$ cat config.mk
export PLATFORM = sky130hd
export DESIGN_NAME = sti_irq_enable
export DESIGN_NICKNAME = d
export VERILOG_FILES = /design/src/common/sti_pkg.sv /design/src/hw/sti_sync2.sv /design/src/hw/sti_irq_enable.sv
export SDC_FILE = /design/constraint.sdc
export NUM_CORES = 1
export LEC_CHECK = 0
export BUFFER_PORTS_ARGS = -buffer_cell sky130_fd_sc_hd__buf_2
export CAP_MARGIN = 15
export CORE_MARGIN = 2
export CORE_UTILIZATION = 45
export CTS_CLUSTER_DIAMETER = 80
export DETAILED_ROUTE_END_ITERATION = 16
export PLACE_DENSITY = 0.76
export SLEW_MARGIN = 20
export SYNTH_ARGS = -nofsm -noshare
export SYNTH_HDL_FRONTEND = slang
export SYNTH_HIERARCHICAL = 1
export SYNTH_SLANG_ARGS = --single-unit
export TNS_END_PERCENT = 30
$ cat constraint.sdc
create_clock -name MCLK -period 4.58 [get_ports MCLK]
set_clock_uncertainty 0.15 [all_clocks]
set_input_delay 0.229 -clock MCLK [delete_from_list [all_inputs] [get_ports MCLK]]
set_output_delay 0.229 -clock MCLK [all_outputs]
set_load 0.005 [all_outputs]
$ cat src/common/sti_pkg.sv
// package: register map, field layout and enumerations of the stage interrupt enable block
package sti_pkg;

	localparam int ADDR_W = 10;
	localparam int DATA_W = 16;
	localparam int STAGES = 12;

	// register addresses
	localparam logic [ADDR_W-1:0] ADDR_LOW_EN  = 10'h005;
	localparam logic [ADDR_W-1:0] ADDR_HIGH_EN = 10'h006;
	localparam logic [ADDR_W-1:0] ADDR_DONE_EN = 10'h007;

	// field positions
	localparam int POS_STAGE_LSB  = 0;
	localparam int POS_PIN_SETUP  = 12;
	localparam int POS_PIN_TRIG   = 14;
	localparam int POS_PIN_IRQ_EN = 12;

	// reset values
	localparam logic [STAGES-1:0] RST_STAGE_EN = 12'h000;
	localparam logic [1:0]        RST_FIELD2   = 2'h0;
	localparam logic              RST_BIT      = 1'b0;
	localparam logic [DATA_W-1:0] RST_RDATA    = 16'h0000;

	typedef enum logic [1:0] {
		PIN_OFF      = 2'h0,
		PIN_INPUT    = 2'h1,
		PIN_OUT_LOW  = 2'h2,
		PIN_OUT_HIGH = 2'h3
	} sti_pin_mode_e;

	typedef enum logic [1:0] {
		TRIG_LEVEL_LOW  = 2'h0,
		TRIG_RISE       = 2'h1,
		TRIG_FALL       = 2'h2,
		TRIG_LEVEL_HIGH = 2'h3
	} sti_pin_trig_e;

	typedef struct packed {
		logic              wr;
		logic              rd;
		logic [ADDR_W-1:0] addr;
		logic [DATA_W-1:0] wdata;
	} sti_reg_req_s;

	typedef struct packed {
		logic [STAGES-1:0] low;
		logic [STAGES-1:0] high;
		logic [STAGES-1:0] done;
	} sti_stage_evt_s;

endpackage

$ cat src/hw/sti_sync2.sv
// module: two flip-flop synchroniser for one asynchronous level
module sti_sync2 (
	input  wire logic clk,
	input  wire logic rst,
	input  wire logic d,
	output logic      q
);
	logic meta_reg;

	// the first stage feeds only the second
	always_ff @(posedge clk or posedge rst) begin
		if (rst) begin
			meta_reg <= 1'b0;
			q        <= 1'b0;
		end else begin
			meta_reg <= d;
			q        <= meta_reg;
		end
	end
endmodule

$ cat src/hw/sti_irq_enable.sv
// module: per-stage threshold interrupt enables, auxiliary pin setup and interrupt output
// Functional notes
// - bits 7..11 of the low-enable register let stage 7..11 low crossings interrupt.
// - a cleared enable blocks its source; all enables reset to zero.
// - pin-setup bits 13:12: 00 pin off, 01 pin is an input.
// - pin-setup 10 drives the pin active low, 11 drives it active high.
// - pin-setup 00 neither senses nor drives; it is the reset value.
// - trigger bits 15:14: low level, rising edge, falling edge, high level.
// - register 0x006 bits 0..11 are high enables by stage; 15:12 unused.
// - an enabled stage whose result exceeds its high threshold asserts interrupt.
// - low-enable register at 0x005; bits 0..6 are stages 0..6 low enables.
// - bit 12 of 0x007 lets the qualified pin input event assert interrupt.
module sti_irq_enable
	import sti_pkg::*;
#(
	parameter int NUM_STAGES = sti_pkg::STAGES
) (
	// clock and reset
	input  wire logic                   MCLK,
	input  wire logic                   RST,
	// register port from the serial interface
	input  wire sti_pkg::sti_reg_req_s  REG_REQ,
	output logic [sti_pkg::DATA_W-1:0]  REG_RDATA,
	output logic                        REG_RVALID,
	// stage threshold and completion conditions
	input  wire sti_pkg::sti_stage_evt_s STAGE_EVT,
	// clears a latched pin edge event
	input  wire logic                   PIN_EVT_CLR,
	// auxiliary pin
	input  wire logic                   GPIO_I,
	input  wire logic                   GPIO_DRIVE,
	output logic                        GPIO_O,
	output logic                        GPIO_OE_N,
	// active-low interrupt
	output logic                        INT_N
);

	// refused at elaboration: the register layout has room for twelve stages only
	if (NUM_STAGES < 1 || NUM_STAGES > STAGES) begin : g_bad_stages
		$error("NUM_STAGES must be 1 to 12");
	end

	logic [STAGES-1:0] low_en_reg;
	logic [STAGES-1:0] high_en_reg;
	logic [STAGES-1:0] done_en_reg;
	logic              pin_irq_en_reg;
	sti_pin_mode_e     pin_mode_reg;
	sti_pin_trig_e     pin_trig_reg;
	logic              pin_sync;
	logic              pin_prev_reg;
	logic              pin_edge_reg;
	logic              pin_edge_next;
	logic              pin_hit;
	logic              int_n_next;
	logic [STAGES-1:0] stage_mask;

	assign stage_mask = STAGES'((1 << NUM_STAGES) - 1);

	function automatic logic wr_hit(input sti_reg_req_s r, input logic [ADDR_W-1:0] a);
		return r.wr && (r.addr == a);
	endfunction

	// low enables and pin configuration
	always_ff @(posedge MCLK or posedge RST) begin
		if (RST) begin
			low_en_reg   <= RST_STAGE_EN;
			pin_mode_reg <= PIN_OFF;
			pin_trig_reg <= TRIG_LEVEL_LOW;
		end else if (wr_hit(REG_REQ, ADDR_LOW_EN)) begin
			low_en_reg   <= REG_REQ.wdata[POS_STAGE_LSB +: STAGES] & stage_mask;
			pin_mode_reg <= sti_pin_mode_e'(REG_REQ.wdata[POS_PIN_SETUP +: 2]);
			pin_trig_reg <= sti_pin_trig_e'(REG_REQ.wdata[POS_PIN_TRIG +: 2]);
		end
	end

	// high enables; upper bits are not stored
	always_ff @(posedge MCLK or posedge RST) begin
		if (RST) begin
			high_en_reg <= RST_STAGE_EN;
		end else if (wr_hit(REG_REQ, ADDR_HIGH_EN)) begin
			high_en_reg <= REG_REQ.wdata[POS_STAGE_LSB +: STAGES] & stage_mask;
		end
	end

	// completion enables and pin interrupt enable
	always_ff @(posedge MCLK or posedge RST) begin
		if (RST) begin
			done_en_reg    <= RST_STAGE_EN;
			pin_irq_en_reg <= RST_BIT;
		end else if (wr_hit(REG_REQ, ADDR_DONE_EN)) begin
			done_en_reg    <= REG_REQ.wdata[POS_STAGE_LSB +: STAGES] & stage_mask;
			pin_irq_en_reg <= REG_REQ.wdata[POS_PIN_IRQ_EN];
		end
	end

	// register read back, one cycle after the request; unmapped reads zero
	always_ff @(posedge MCLK or posedge RST) begin
		if (RST) begin
			REG_RDATA  <= RST_RDATA;
			REG_RVALID <= 1'b0;
		end else begin
			REG_RVALID <= REG_REQ.rd;
			if (REG_REQ.rd) begin
				case (REG_REQ.addr)
					ADDR_LOW_EN:  REG_RDATA <= {pin_trig_reg, pin_mode_reg, low_en_reg};
					ADDR_HIGH_EN: REG_RDATA <= {4'h0, high_en_reg};
					ADDR_DONE_EN: REG_RDATA <= {3'h0, pin_irq_en_reg, done_en_reg};
					default:      REG_RDATA <= RST_RDATA;
				endcase
			end
		end
	end

	// pin input is asynchronous, so it is synchronised before any use
	sti_sync2 u_pin_sync (
		.clk (MCLK),
		.rst (RST),
		.d   (GPIO_I),
		.q   (pin_sync)
	);

	always_ff @(posedge MCLK or posedge RST) begin
		if (RST) begin
			pin_prev_reg <= 1'b0;
		end else begin
			pin_prev_reg <= pin_sync;
		end
	end

	// edges latch until cleared; a new edge beats a clear in the same cycle
	always_comb begin
		pin_edge_next = pin_edge_reg;
		if (PIN_EVT_CLR) begin
			pin_edge_next = 1'b0;
		end
		if (pin_mode_reg == PIN_INPUT) begin
			if (pin_trig_reg == TRIG_RISE && pin_sync && !pin_prev_reg) begin
				pin_edge_next = 1'b1;
			end
			if (pin_trig_reg == TRIG_FALL && !pin_sync && pin_prev_reg) begin
				pin_edge_next = 1'b1;
			end
		end else begin
			pin_edge_next = 1'b0;
		end
	end

	always_ff @(posedge MCLK or posedge RST) begin
		if (RST) begin
			pin_edge_reg <= 1'b0;
		end else begin
			pin_edge_reg <= pin_edge_next;
		end
	end

	// level triggers follow the pin; sensing only in input mode
	always_comb begin
		pin_hit = 1'b0;
		if (pin_mode_reg == PIN_INPUT && pin_irq_en_reg) begin
			case (pin_trig_reg)
				TRIG_LEVEL_LOW:  pin_hit = !pin_sync;
				TRIG_LEVEL_HIGH: pin_hit = pin_sync;
				TRIG_RISE:       pin_hit = pin_edge_reg;
				TRIG_FALL:       pin_hit = pin_edge_reg;
				default:         pin_hit = 1'b0;
			endcase
		end
	end

	// pin drive: enable is low while driving; off and input modes float
	always_ff @(posedge MCLK or posedge RST) begin
		if (RST) begin
			GPIO_O    <= 1'b0;
			GPIO_OE_N <= 1'b1;
		end else begin
			case (pin_mode_reg)
				PIN_OUT_LOW: begin
					GPIO_O    <= !GPIO_DRIVE;
					GPIO_OE_N <= 1'b0;
				end
				PIN_OUT_HIGH: begin
					GPIO_O    <= GPIO_DRIVE;
					GPIO_OE_N <= 1'b0;
				end
				default: begin
					GPIO_O    <= 1'b0;
					GPIO_OE_N <= 1'b1;
				end
			endcase
		end
	end

	// or of all enabled sources; disabled sources are masked out
	assign int_n_next = !(|(low_en_reg & STAGE_EVT.low)
		|| |(high_en_reg & STAGE_EVT.high)
		|| |(done_en_reg & STAGE_EVT.done)
		|| pin_hit);

	always_ff @(posedge MCLK or posedge RST) begin
		if (RST) begin
			INT_N <= 1'b1;
		end else begin
			INT_N <= int_n_next;
		end
	end

endmodule

==> key figures <==
Status
  – Outcome: completed

Clocking
  – CTS H-Tree Depth: 3
  – Sink Count: 65
  – Latest clock arrival within the worst-skew pair: ~0.33 ns
  – CTS tree: done
  – Clk slew on worst S/H paths: about 0.070 ns
  – Gates resized, CTS repair: 0
  – Clock buffers created by TritonCTS: 9
  – CTS max path bufs: 2
  – Cell at the root of the clock tree: clkbuf_8

Synth
  – Synth warnings: 6
  – Number of different library cells in the post-synthesis netlist: 28
  – Largest area contributor in the synthesized netlist: dfrtp_1
  – Gate count of the mapped netlist: ~230
  – Average cell area after synthesis: about 13 sq um
  – Post-Synthesis Net Count: 300
  – Area of the mapped netlist: ~3000 sq um
  – Yosys reg bits: 65
  – Register area share after synthesis: a little over half
  – Area share of the largest cell type after synthesis: 52.7%
  – Leading cell types by total area after synthesis: dfrtp_1 53%, mux2_2 20%, a22oi_1 4.0%, o22ai_1 3.6%, inv_1 3.0%

Detailed routing
  – Post-detailed-routing wire length: 7380 um
  – DRC Markers: 0
  – Detail Route met3 WL: around 530 um
  – Vias after detailed routing: ~2300
  – WL per Instance: about 18 um
  – Uppermost layer routed: met4
  – Vias/cell: approximately 5.7
  – Antenna Nets Post-Route: 0
  – DRT iter0 DRCs: 181
  – Met2 wirelength from detailed routing: between 3000 and 4000 um
  – Pre-antenna DRT Iters: 4
  – M1 wire length: around 3200 um

Cells and area
  – Highest-count cells in the layout ignoring fill and taps: 88 x buf_2, 63 x dfrtp_1, 54 x mux2_2
  – Number of antenna cells inserted: 0
  – Number of flip-flops under the largest register name: 16
  – Ratio of cells with drive above 1 in the final layout: 50.2%
  – Area used by multi-input combinational logic: 1210 sq um
  – Number of nets in the layout: roughly 400
  – Most common library cell in the layout ignoring fill and taps: buf_2
  – # fillers: roughly 540
  – Most flops, register: REG_RDATA
  – P&R area growth vs syn: 26.0%
  – FF+latch area: between 1500 and 2000 sq um

Power
  – Sw Share: between 20 and 25%
  – Logic gate share of total power: between 7 and 8%
  – Psw: approximately 0.00026 W
  – Sequential group share of total power: between 50% and 60%
  – Total power draw: 0.00117 W
  – Worst-case vdd ir drop: approximately 0.00015 V
  – Static power due to leakage: around 1.9 nW
  – Clk pwr share: between 40% and 50%
  – Pint: slightly above 0.0009 W
  – Power per standard cell area: between 300 and 400 nW/um^2

Critical path
  – Maximum net fanout on the critical path: 17
  – Endpoint class of the critical path: flip-flop
  – Sequence of cells on the critical path: buf_2, inv_1, nor2_1, nand4_1, mux2_2
  – Buffering stage count on the worst path with inverters included: 2
  – Largest delay share family, worst path: simple AND/OR/NAND/NOR gates
  – Required time at the worst-slack endpoint: around 4.6 ns
  – CP max-delay cell: nand4_1
  – CP startpoint kind: input pin
  – Crit path DAT: about 2.8 ns
  – Critical Path Max Stage Delay: 0.77 ns
  – Category of the critical setup timing path: input pin to flip-flop

Global route
  – Vias in the first global route: between 2000 and 2500
  – Wire length of the first global-routing pass: around 12000 um
  – Global-route usage over all layers: between 20% and 30%
  – Antenna violations before repair: 0
  – Largest net degree at the start of global routing: between 60 and 70
  – Congestion Overflow GR: 0

Min path
  – Kind of path behind the tightest hold check: input pin to flip-flop

Floorplan
  – Std cell rows: 29
  – Die Wd: 85.5 um
  – Effective utilization at floorplan: 46.8%
  – Floorplan core area: around 6400 sq um
  – Overall die area: 7310 sq um
  – Y dimension of the die: approximately 86 um
  – Top-level I/O count: approximately 90

Timing
  – Final number of hold-violating endpoints: 0
  – Final Critical Period: approximately 2.7 ns
  – Worst Max-Slew Pin Slew: about 1.1 ns
  – Max Clock Freq: between 300 and 400 MHz
  – Setup tns final: 0 ns
  – Setup violation total in the final timing report: 0
  – Max-slew violation total from the final report: 0
  – Period utilisation layout: 58.6%
  – Normalized max-slew margin: between 20% and 30%
  – Unrepaired setup endpoints after global routing: false

Place
  – DPL Wire Length: between 5000 and 6000 um
  – Final weighted congestion in routability-driven placement: about 0.79
  – Total of buffers placed on input and output ports: 88

Job
  – Maximum capacitance violations: 0
per-stage QoR:
stage	std cells	worst slack (ns)	hold WS, ns	cell area [sq um]	utilization, %
5_1_grt	408	1.74	0.00635	3760	59.0
6_report	408	1.90	0.0126	3760	59.0
2_1_floorplan	227	2.63	-0.180	2990	-
3_3_place_gp	383	1.80	-0.0550	3480	54.4
4_1_cts	408	1.92	0.00164	3760	59.0
3_5_place_dp	383	1.62	-0.0495	3480	54.4
path summary, 6_finish.rpt:
| kind | start | end | slack [ns] | depth (start not counted) |
|---|---|---|---|---|
| worst max-delay path | REG_REQ[17] | high_en_reg[3]$_DFFE_PP0P_ | 1.90 | 5 |
| worst min-delay path | REG_REQ[11] | done_en_reg[11]$_DFFE_PP0P_ | 0.01 | 2 |
| worst max register to register | high_en_reg[3]$_DFFE_PP0P_ | INT_N$_DFF_PP1_ | 2.52 | 5 |
| worst min register to register | u_pin_sync/meta_reg$_DFF_PP0_ | u_pin_sync/q$_DFF_PP0_ | 0.21 | 0 |
| max in group asynchronous | RST | done_en_reg[4]$_DFFE_PP0P_ | 3.25 | 4 |
| min in group asynchronous | RST | u_pin_sync/meta_reg$_DFF_PP0_ | 0.15 | 3 |
cell usage after synthesis (all sizes together):
master,count
clkbuf,6
nand2,3
dfstp,2
nor4b,1
a21oi,2
a221oi,8
nor3,2
a22oi,16
o2111ai,1
and4,1
inv,24
nand3,2
dfrtp,63
nor3b,1
a22o,7
ha,4
nand4,3
o22ai,17
nor2,2
buf,4
xor2,1
nor4,2
mux2,54
or3b,1
cell families (layout without fill, tap and decap cells):
kind of cell | Yosys count | after routing | share of synthesized area [%]
adders and majority gates | 4 | 4 | 1.67
xor gates and xnor gates | 1 | 1 | 0.293
AOI/OAI and AO/OA | 51 | 51 | 12.6
DFF | 65 | 65 | 54.5
and+or+nand+nor | 18 | 18 | 5.65
muxes | 54 | 54 | 20.3
buffers and inverters | 34 | 138 | 4.94
worst reg2reg max path, cell delays in order, from the launching register on:
cell and delay [ns]:
dfrtp_1 0.41, a22o_1 0.26, a221oi_1 0.23, nand3_1 0.10, dlygate4sd3_1 0.57, nor4_1 0.25
timing repair:
action,in CTS,in global routing
setup buffers,0,0
hold buffers,9,0
hold endpoints to repair,9,0
power groups by stage:
stage / Sequential, W / Clock, W / Combinational (W)
floorplan: 0.000600 / 0 / 0.0000356
global placement: 0.000602 / 0 / 0.0000808
detailed placement: 0.000602 / 0 / 0.0000825
CTS: 0.000591 / 0.000497 / 0.0000886
global route: 0.000592 / 0.000526 / 0.0000973
finish: 0.000591 / 0.000489 / 0.0000880
final cells by class:
cell class / count / area share [%]
clock buffers: 13 / 4.22
repair buffers: 98 / 14.3
multi-input cells: 128 / 32.2
flip-flops and latches: 65 / 43.3
clock inverters: 3 / 1.06
inverters: 24 / 2.39
well taps: 77 / 2.56
metal layers:
metal	global-route usage, %	vias to the layer above
li1	-	1052
met1	27.6	1151
met2	34.0	100
met3	5.49	11
met4	7.79	0
met5	0	-
(Power assumes the default switching activity.)
